--- src/hw/mpsb_pkg.sv ---
// package: command codes, reset values and carriers of the motion parameter bank
// Notes on behaviour
// - offset: signed 16 bits, low data word only
// - reset clears the offset
// - logical ring max: 1..7FFF_FFFF or all ones
// - encoder ring max: 1..7FFF_FFFF or all ones
// - reset sets both ring maxima to all ones
// - four signed 32-bit compare registers, own read code each
// - compare outcome feeds pin, sync trigger and interrupt
// - compare registers are sync load/save source or target
// - slow home speed 1..8,000,000 pps, home steps two and three
// - speed step 1..1,000,000 pps, added or subtracted while driving
// - step at constant speed ramps to new target, then constant
// - timer period 1..7FFF_FFFF us; running count readable
// - split length 2..65535 low word, width 1..65534 high word
// - new split values taken during split output
// - split length and width read back by own code
// - split count 0..65535; zero runs until stopped
// - split count taken anytime, low word only
package mpsb_pkg;

    // command codes
    localparam logic [7:0] CMD_ACCEL_OFFSET = 8'h0D;
    localparam logic [7:0] CMD_LOGIC_RING   = 8'h0E;
    localparam logic [7:0] CMD_ENC_RING     = 8'h0F;
    localparam logic [7:0] CMD_COMPARE_0    = 8'h10; // 10h..13h, one per compare register
    localparam logic [7:0] CMD_HOME_SLOW    = 8'h14;
    localparam logic [7:0] CMD_SPEED_STEP   = 8'h15;
    localparam logic [7:0] CMD_TIMER        = 8'h16;
    localparam logic [7:0] CMD_SPLIT_SHAPE  = 8'h17;
    localparam logic [7:0] CMD_SPLIT_COUNT  = 8'h18;
    localparam logic [7:0] CMD_RD_COMPARE_0 = 8'h34; // 34h..37h
    localparam logic [7:0] CMD_RD_TIMER     = 8'h38;
    localparam logic [7:0] CMD_RD_SPLIT     = 8'h47;
    localparam logic [7:0] CMD_SPEED_INC    = 8'h70;
    localparam logic [7:0] CMD_SPEED_DEC    = 8'h71;

    // legal ranges
    localparam logic [31:0] RING_MAX_HI   = 32'h7FFF_FFFF;
    localparam logic [31:0] RING_DISABLE  = 32'hFFFF_FFFF;
    localparam logic [31:0] HOME_SPEED_HI = 32'h007A_1200; // 8,000,000
    localparam logic [31:0] STEP_HI       = 32'h000F_4240; // 1,000,000
    localparam logic [31:0] TIMER_HI      = 32'h7FFF_FFFF;
    localparam logic [15:0] SPLIT_LEN_LO  = 16'h0002;
    localparam logic [15:0] SPLIT_WID_HI  = 16'hFFFE;

    // reset values
    localparam logic [15:0] RST_ACCEL_OFFSET = 16'h0000;
    localparam logic [31:0] RST_RING_MAX     = 32'hFFFF_FFFF;
    localparam logic [31:0] RST_PARAM32      = 32'h0000_0000;
    localparam logic [15:0] RST_PARAM16      = 16'h0000;

    // home search steps that use the slow speed
    localparam logic [2:0] HOME_STEP_2 = 3'h2;
    localparam logic [2:0] HOME_STEP_3 = 3'h3;

    // compare conditions
    typedef enum logic [1:0] {
        MPSB_GE = 2'h0,
        MPSB_GT = 2'h1,
        MPSB_EQ = 2'h2,
        MPSB_LT = 2'h3
    } mpsb_cond_t;

    // one axis worth of stored parameters
    typedef struct packed {
        logic [15:0] accel_count_offset;
        logic [31:0] logical_ring_max;
        logic [31:0] encoder_ring_max;
        logic [31:0] home_slow_speed;
        logic [31:0] speed_step_value;
        logic [31:0] timer_period;
        logic [15:0] split_length;
        logic [15:0] split_width;
        logic [15:0] split_count;
    } mpsb_param_t;

    localparam mpsb_param_t RST_PARAM = '{
        accel_count_offset: RST_ACCEL_OFFSET,
        logical_ring_max:   RST_RING_MAX,
        encoder_ring_max:   RST_RING_MAX,
        home_slow_speed:    RST_PARAM32,
        speed_step_value:   RST_PARAM32,
        timer_period:       RST_PARAM32,
        split_length:       RST_PARAM16,
        split_width:        RST_PARAM16,
        split_count:        RST_PARAM16
    };

    // host command carrier
    typedef struct packed {
        logic        wr;
        logic [7:0]  code;
        logic [15:0] data_word_low;
        logic [15:0] data_word_high;
    } mpsb_cmd_t;

endpackage

--- src/hw/mpsb_bank.sv ---
// per-axis motion parameter store with compare registers and read-back
`timescale 1ns/100ps
`default_nettype none
module mpsb_bank #(
    parameter int NUM_AXES = 2
) (
    // clock and reset
    input  wire logic                                 core_clk,
    input  wire logic                                 nrst,
    // host command port
    input  wire mpsb_pkg::mpsb_cmd_t                  cmd,
    input  wire logic [NUM_AXES-1:0]                  cmd_axis,
    // host read answer
    output logic [31:0]                               rd_data,
    output logic                                      rd_valid,
    output logic                                      cmd_err,
    // stored parameters
    output mpsb_pkg::mpsb_param_t [NUM_AXES-1:0]      axis_param,
    output logic [NUM_AXES-1:0][3:0][31:0]            compare_value,
    // comparators
    input  wire logic [NUM_AXES-1:0][3:0][31:0]       cmp_object,
    input  wire mpsb_pkg::mpsb_cond_t [NUM_AXES-1:0][3:0] cmp_cond,
    output logic [NUM_AXES-1:0][3:0]                  compare_hit,
    // synchronous action saving into a compare register
    input  wire logic [NUM_AXES-1:0][3:0]             sync_store,
    input  wire logic [NUM_AXES-1:0][31:0]            sync_store_value,
    // home search
    input  wire logic [NUM_AXES-1:0][2:0]             home_step,
    output logic [NUM_AXES-1:0][31:0]                 home_speed,
    output logic [NUM_AXES-1:0]                       home_slow_active,
    // speed stepping
    input  wire logic [NUM_AXES-1:0]                  driving,
    input  wire logic [NUM_AXES-1:0]                  accdec_mode,
    input  wire logic [NUM_AXES-1:0]                  const_phase,
    input  wire logic [NUM_AXES-1:0][31:0]            current_speed,
    output logic [NUM_AXES-1:0][31:0]                 speed_target,
    output logic [NUM_AXES-1:0]                       speed_target_load,
    output logic [NUM_AXES-1:0]                       speed_ramp_req,
    // timer and split
    input  wire logic [NUM_AXES-1:0][31:0]            timer_count,
    output logic [NUM_AXES-1:0]                       split_update,
    output logic [NUM_AXES-1:0]                       split_endless
);

    // range check used by the ring, home speed, speed step and timer parameters
    function automatic logic in_range(input logic [31:0] v,
                                      input logic [31:0] lo,
                                      input logic [31:0] hi);
        in_range = (v >= lo) && (v <= hi);
    endfunction

    // lowest selected axis answers a read
    function automatic int first_axis(input logic [NUM_AXES-1:0] sel);
        first_axis = 0;
        for (int i = NUM_AXES - 1; i >= 0; i--) begin
            if (sel[i]) begin
                first_axis = i;
            end
        end
    endfunction

    // command decode
    wire [31:0] data32   = {cmd.data_word_high, cmd.data_word_low};
    wire        is_off   = cmd.wr && (cmd.code == mpsb_pkg::CMD_ACCEL_OFFSET);
    wire        is_lring = cmd.wr && (cmd.code == mpsb_pkg::CMD_LOGIC_RING);
    wire        is_ering = cmd.wr && (cmd.code == mpsb_pkg::CMD_ENC_RING);
    wire        is_home  = cmd.wr && (cmd.code == mpsb_pkg::CMD_HOME_SLOW);
    wire        is_step  = cmd.wr && (cmd.code == mpsb_pkg::CMD_SPEED_STEP);
    wire        is_timer = cmd.wr && (cmd.code == mpsb_pkg::CMD_TIMER);
    wire        is_shape = cmd.wr && (cmd.code == mpsb_pkg::CMD_SPLIT_SHAPE);
    wire        is_count = cmd.wr && (cmd.code == mpsb_pkg::CMD_SPLIT_COUNT);
    wire        is_inc   = cmd.wr && (cmd.code == mpsb_pkg::CMD_SPEED_INC);
    wire        is_dec   = cmd.wr && (cmd.code == mpsb_pkg::CMD_SPEED_DEC);
    wire        is_cmpw  = cmd.wr && (cmd.code[7:2] == mpsb_pkg::CMD_COMPARE_0[7:2]);
    wire        is_cmpr  = cmd.wr && (cmd.code[7:2] == mpsb_pkg::CMD_RD_COMPARE_0[7:2]);
    wire        is_rtim  = cmd.wr && (cmd.code == mpsb_pkg::CMD_RD_TIMER);
    wire        is_rspl  = cmd.wr && (cmd.code == mpsb_pkg::CMD_RD_SPLIT);
    wire [1:0]  cmp_idx  = cmd.code[1:0];

    // legality of each data value
    wire ring_ok  = in_range(data32, 32'h0000_0001, mpsb_pkg::RING_MAX_HI)
                    || (data32 == mpsb_pkg::RING_DISABLE);
    wire home_ok  = in_range(data32, 32'h0000_0001, mpsb_pkg::HOME_SPEED_HI);
    wire step_ok  = in_range(data32, 32'h0000_0001, mpsb_pkg::STEP_HI);
    wire timer_ok = in_range(data32, 32'h0000_0001, mpsb_pkg::TIMER_HI);
    wire shape_ok = (cmd.data_word_low >= mpsb_pkg::SPLIT_LEN_LO)
                    && (cmd.data_word_high != 16'h0000)
                    && (cmd.data_word_high <= mpsb_pkg::SPLIT_WID_HI);
    wire bad_val  = (is_lring && !ring_ok) || (is_ering && !ring_ok)
                    || (is_home && !home_ok) || (is_step && !step_ok)
                    || (is_timer && !timer_ok) || (is_shape && !shape_ok);

    mpsb_pkg::mpsb_param_t [NUM_AXES-1:0]    param_reg;
    logic [NUM_AXES-1:0][3:0][31:0]           cmp_reg;
    logic [NUM_AXES-1:0][31:0]                target_reg;
    logic [NUM_AXES-1:0]                      target_load_reg;
    logic [NUM_AXES-1:0]                      ramp_reg;
    logic [NUM_AXES-1:0]                      split_upd_reg;

    genvar a;
    genvar k;
    generate
        for (a = 0; a < NUM_AXES; a++) begin : g_axis
            mpsb_pkg::mpsb_param_t p_next;
            logic [31:0]           target_next;
            wire                   sel     = cmd_axis[a];
            wire                   step_go = sel && (is_inc || is_dec) && driving[a];

            // parameter update for this axis only; illegal values leave it unchanged
            always_comb begin
                p_next = param_reg[a];
                if (sel) begin
                    if (is_off) begin
                        p_next.accel_count_offset = cmd.data_word_low;
                    end
                    if (is_lring && ring_ok) begin
                        p_next.logical_ring_max = data32;
                    end
                    if (is_ering && ring_ok) begin
                        p_next.encoder_ring_max = data32;
                    end
                    if (is_home && home_ok) begin
                        p_next.home_slow_speed = data32;
                    end
                    if (is_step && step_ok) begin
                        p_next.speed_step_value = data32;
                    end
                    if (is_timer && timer_ok) begin
                        p_next.timer_period = data32;
                    end
                    if (is_shape && shape_ok) begin
                        p_next.split_length = cmd.data_word_low;
                        p_next.split_width  = cmd.data_word_high;
                    end
                    if (is_count) begin
                        p_next.split_count = cmd.data_word_low;
                    end
                end
            end

            // new speed target; decrease floors at one so the axis never reverses
            always_comb begin
                target_next = 32'(current_speed[a] + param_reg[a].speed_step_value);
                if (is_dec) begin
                    if (current_speed[a] > param_reg[a].speed_step_value) begin
                        target_next = 32'(current_speed[a] - param_reg[a].speed_step_value);
                    end else begin
                        target_next = 32'h0000_0001;
                    end
                end
            end

            // parameter and speed target state
            always_ff @(posedge core_clk) begin
                if (!nrst) begin
                    param_reg[a]       <= mpsb_pkg::RST_PARAM;
                    target_reg[a]      <= mpsb_pkg::RST_PARAM32;
                    target_load_reg[a] <= 1'b0;
                    ramp_reg[a]        <= 1'b0;
                    split_upd_reg[a]   <= 1'b0;
                end else begin
                    param_reg[a]       <= p_next;
                    target_load_reg[a] <= step_go;
                    ramp_reg[a]        <= step_go && accdec_mode[a] && const_phase[a];
                    split_upd_reg[a]   <= sel && ((is_shape && shape_ok) || is_count);
                    if (step_go) begin
                        target_reg[a] <= target_next;
                    end
                end
            end

            for (k = 0; k < 4; k++) begin : g_cmp
                // host write wins over a sync save landing in the same cycle
                always_ff @(posedge core_clk) begin
                    if (!nrst) begin
                        cmp_reg[a][k] <= mpsb_pkg::RST_PARAM32;
                    end else if (sel && is_cmpw && (cmp_idx == k)) begin
                        cmp_reg[a][k] <= data32;
                    end else if (sync_store[a][k]) begin
                        cmp_reg[a][k] <= sync_store_value[a];
                    end
                end

                mpsb_cmp u_cmp (
                    .core_clk     (core_clk),
                    .nrst         (nrst),
                    .object_value (cmp_object[a][k]),
                    .ref_value    (cmp_reg[a][k]),
                    .cond         (cmp_cond[a][k]),
                    .hit          (compare_hit[a][k])
                );
            end

            // slow speed only in the two slow search steps
            assign home_slow_active[a] = (home_step[a] == mpsb_pkg::HOME_STEP_2)
                                         || (home_step[a] == mpsb_pkg::HOME_STEP_3);
            assign home_speed[a]       = home_slow_active[a] ? param_reg[a].home_slow_speed
                                                             : 32'h0000_0000;
            assign split_endless[a]    = (param_reg[a].split_count == 16'h0000);
        end
    endgenerate

    // read answer from the lowest selected axis
    logic [31:0] rd_data_reg;
    logic [31:0] rd_data_next;
    logic        rd_valid_reg;
    logic        err_reg;
    int          rd_ax;
    wire         rd_hit = (is_cmpr || is_rtim || is_rspl) && (cmd_axis != '0);

    assign rd_ax = first_axis(cmd_axis);

    // read mux
    always_comb begin
        rd_data_next = rd_data_reg;
        if (is_cmpr) begin
            rd_data_next = cmp_reg[rd_ax][cmp_idx];
        end else if (is_rtim) begin
            rd_data_next = timer_count[rd_ax];
        end else if (is_rspl) begin
            rd_data_next = {param_reg[rd_ax].split_width,
                            param_reg[rd_ax].split_length};
        end
    end

    // read data holds until the next read; valid is a one-cycle pulse
    always_ff @(posedge core_clk) begin
        if (!nrst) begin
            rd_data_reg  <= mpsb_pkg::RST_PARAM32;
            rd_valid_reg <= 1'b0;
            err_reg      <= 1'b0;
        end else begin
            rd_valid_reg <= rd_hit;
            err_reg      <= bad_val;
            if (rd_hit) begin
                rd_data_reg <= rd_data_next;
            end
        end
    end

    // outputs
    assign rd_data           = rd_data_reg;
    assign rd_valid          = rd_valid_reg;
    assign cmd_err           = err_reg;
    assign axis_param        = param_reg;
    assign compare_value     = cmp_reg;
    assign speed_target      = target_reg;
    assign speed_target_load = target_load_reg;
    assign speed_ramp_req    = ramp_reg;
    assign split_update      = split_upd_reg;

endmodule // mpsb_bank
`default_nettype wire

--- src/hw/mpsb_cmp.sv ---
// one signed compare register against its comparative object
`timescale 1ns/100ps
`default_nettype none
module mpsb_cmp (
    // clock and reset
    input  wire logic               core_clk,
    input  wire logic               nrst,
    // operands
    input  wire logic signed [31:0] object_value,
    input  wire logic signed [31:0] ref_value,
    input  wire mpsb_pkg::mpsb_cond_t cond,
    // result
    output logic                    hit
);
    logic hit_reg;
    logic hit_next;
    wire  ge = (object_value >= ref_value);
    wire  eq = (object_value == ref_value);

    // condition select
    always_comb begin
        case (cond)
            mpsb_pkg::MPSB_GE: hit_next = ge;
            mpsb_pkg::MPSB_GT: hit_next = ge & ~eq;
            mpsb_pkg::MPSB_EQ: hit_next = eq;
            mpsb_pkg::MPSB_LT: hit_next = ~ge;
            default:           hit_next = 1'b0;
        endcase
    end

    // registered so the outcome is glitch free for the pin and the sync logic
    always_ff @(posedge core_clk) begin
        if (!nrst) begin
            hit_reg <= 1'b0;
        end else begin
            hit_reg <= hit_next;
        end
    end

    assign hit = hit_reg;
endmodule // mpsb_cmp
`default_nettype wire

--- config.mk ---
export PLATFORM = sky130hd
export DESIGN_NAME = mpsb_bank
export DESIGN_NICKNAME = d
export VERILOG_FILES = /design/src/hw/mpsb_pkg.sv /design/src/hw/mpsb_bank.sv /design/src/hw/mpsb_cmp.sv
export SDC_FILE = /design/constraint.sdc
export NUM_CORES = 2
export LEC_CHECK = 0
export BUFFER_PORTS_ARGS = -buffer_cell sky130_fd_sc_hd__buf_2
export CAP_MARGIN = 20
export CORE_AREA = 2 2 557 559
export CTS_CLUSTER_SIZE = 14
export DETAILED_ROUTE_END_ITERATION = 10
export DIE_AREA = 0 0 559 561
export PLACE_DENSITY = 0.36
export SLEW_MARGIN = 10
export SYNTH_ARGS = -nofsm -noshare
export SYNTH_HDL_FRONTEND = slang
export SYNTH_SLANG_ARGS = --single-unit
--- constraint.sdc ---
create_clock -name core_clk -period 8.3 [get_ports core_clk]
set_input_delay 0.415 -clock core_clk [delete_from_list [all_inputs] [get_ports core_clk]]
set_output_delay 0.415 -clock core_clk [all_outputs]
set_load 0.1 [all_outputs]
==> qor.yml <==
synthTopCellsByCount: "1,013 x nand2_1, 816 x dfxtp_1, 576 x nor2_1"
startpoint_type: "register"
critPathMaxFanout: 14
fin_area_mm2: 0.0640
synth-edff-count: 0
slew_headroom_pct: 21.1
clock_sinks: 816
min_path_type: "in -> reg"
areaGrowthSynthToFinish_pct: 34.2
cts.repair.resized: 0
dr.first_iter.drc_count: 5296
fp.dieH_um: 561
syn_inst: 6090
fp.dieW_um: 559
grt_pass1_vias: 50600
slew_viol_final: 0
place_hpwl_um: 295000
yosysSeqAreaShare_pct: 34.2
fin_skew_ps: 57.3
drive_gt1_share_pct: 24.9
synth_warnings: 0
reg2reg_to: "speed_target[15]$_SDFFE_PN0P_"
r2r.worst_path.cells: 12
tritoncts: "built"
first_pass_iters: 6
leakagePower_nw: 28.1
powerDensity_mw_per_mm2: 181
yosysMostFrequentCell: "nand2_1"
maxCapViolCount: 0
numPortBuffers: 1410
synth_nets: 7005
cp.arrival_ps: 5560
max_freq_mhz: 209
drc_errors: 0
setup_tns_ps: 0
cp-end-kind: "register"
fin_crit_ps: 4800
io_pins: 1413
via_count: 53400
viasPerCell: 4.60
grt_usage_pct: 22.9
crit_type: "reg -> reg"
final_antenna_net_count: 0
clk_path_buf_depth: 4
reg2reg_from: "axis_param[105]$_SDFFE_PN0P_"
hold_depth: 3
place_area_mm2: 0.0591
grt_pass1_wl_um: 489000
gp_congestion: 0.930
cts-root-buf: "clkbuf_16"
status: "finished, final reports clean"
hold_viol_final: 0
clk_latency_ps: 860
start_util_pct: 15.5
yosysTopAreaCell: "dfxtp_1"
core_mm2: 0.308
nets: 8236
critPathRequiredTime_ps: 9060
antenna_found_initial: 197
clk_pin_slew_ps: 60
cts_buffers: 118
max-vdd-ir-drop_uv: 152
synth_top_area_share_pct: 34.2
rsz0062_at_grt: "no"
synth.cell_area_mm2: 0.0477
syn_area_per_cell_um2: 7.84
drt_wl_total_um: 376000
ys_seq_elements: 816
tightest_slew_ps: 1180
setup_violations: 0
grt_overflow: 0
finalCritPeriodShare_pct: 57.8
largest_register_ffs: 448
dieArea_mm2: 0.314
postCtsSetupRepairBufs: 0
fillerInstances: 34600
synth_cell_types: 83
post_drt_wl_per_cell_um: 32.3
totalPowerFinal_mw: 11.6
hold_end: "g_axis[0].g_cmp[0].u_cmp.hit$_SDFF_PN0_"
async_flop_share_pct: 0
rows: 204
cts-htree-levels: 3
yosys_most_used_dff: "dfxtp_1"
worstHoldStart: "cmp_cond[0]"
yosys-top-cells-area: "dfxtp_1 34%, ha_1 10%, nand2_1 8.0%"
rrSetupSlack_ps: 3500
grt_max_degree: 142
## stage by stage
step / std cells / hold slack, ps / utilization [%] / setup WS, ps
2_1_floorplan: 6090 / 515 / - / 4430
4_1_cts: 11500 / 2.55 / 20.8 / 3650
5_1_grt: 11600 / 23.8 / 20.8 / 3300
3_3_place_gp: 11200 / 440 / 19.2 / 3520
6_report: 11600 / 63.2 / 20.8 / 3500
3_5_place_dp: 11200 / 444 / 19.2 / 3550
## cells by family after synthesis
kind of cell | count (synthesis) | share of synthesized area, %
AOI/OAI and AO/OA | 1534 | 20.4
xor gates and xnor gates | 54 | 0.991
adders and majority gates | 386 | 10.2
buffers and inverters | 878 | 7.00
DFF | 816 | 34.2
muxes | 221 | 7.18
and+or+nand+nor | 2201 | 20.1
## cell type report
| type | count | area, um2 | area share (%) |
|---|---|---|---|
| clock buffer | 164 | 3310 | 5.16 |
| tap | 4120 | 5150 | 8.05 |
| antenna | 82 | 205 | 0.320 |
| sequential | 816 | 16300 | 25.5 |
| clock inverter | 47 | 548 | 0.856 |
| inverter | 389 | 1470 | 2.29 |
| timing repair buffer | 1600 | 8800 | 13.7 |
| multi-input combinational | 4396 | 28200 | 44.1 |
## power by group
| group | switching [mW] | internal, mW | leakage (nW) |
|---|---|---|---|
| Sequential | 0.104 | 3.99 | 6.63 |
| Combinational | 1.67 | 0.578 | 19.6 |
| Clock | 2.21 | 3.03 | 1.89 |
## layer usage
layer / GRT usage [%] / vias to the layer above / wire, um / part of all wire, %
met5: 0 / - / 327 / 0.087
li1: - / 23800 / - / -
met4: 8.40 / 50 / 13800 / 3.7
met3: 5.91 / 496 / 31200 / 8.3
met2: 35.9 / 2573 / 166000 / 44
met1: 30.0 / 26400 / 164000 / 44
## critical path: stages, from the launching register on
cell and delay (ps):
dfxtp_1 380, inv_1 60, ha_1 580, nand4_1 300
a211oi_1 250, o21ai_0 310, a31oi_1 370, o21a_1 600
nand2_1 420, nor2_1 810, a22oi_1 140, or2_2 320
a31oi_1 170
## worst max-delay path by stage
| stage | startpoint | to | slack [ps] | depth (start not counted) |
|---|---|---|---|---|
| after floorplan | axis_param[305]$_SDFFE_PN0P_ | speed_target[50]$_SDFFE_PN0P_ | 4430 | 13 |
| after global placement | current_speed[25] | speed_target[15]$_SDFFE_PN0P_ | 3520 | 12 |
| after detailed placement | current_speed[25] | speed_target[15]$_SDFFE_PN0P_ | 3550 | 12 |
| after CTS | axis_param[105]$_SDFFE_PN0P_ | speed_target[15]$_SDFFE_PN0P_ | 3650 | 12 |
| after global routing | axis_param[105]$_SDFFE_PN0P_ | speed_target[15]$_SDFFE_PN0P_ | 3300 | 12 |
| final | axis_param[105]$_SDFFE_PN0P_ | speed_target[15]$_SDFFE_PN0P_ | 3500 | 12 |
## placed cells by master (no fill, tap or decap), types with 16 or more instances in the layout
cell and n:
buf_4 113, nor2b_1 28, clkbuf_1 28, dlygate4sd3_1 92, a21oi_1 450, clkbuf_16 118
xnor2_1 40, clkbuf_8 19, o31ai_1 30, inv_1 383, o211ai_1 277, mux2i_1 124
nand2b_1 22, a211oi_1 73, ha_1 382, a21o_1 124, nand4_1 90, buf_2 1391
and3_1 72, nor4_1 33, a221oi_1 19, dfxtp_1 816, or3_1 16, nand2_1 1002
diode_2 82, o21ai_0 350, and2_1 80, o21bai_1 28, a31oi_1 30, nor2_1 572
nor3_1 51, nand3_1 165, clkinv_2 18, mux4_2 97
## repair_timing
item / CTS / global route
endpoints found under the setup margin: 0 / 0
hold endpoints to repair: 287 / 0
hold buffers: 92 / 0
Power figures use the tool's default switching activity.
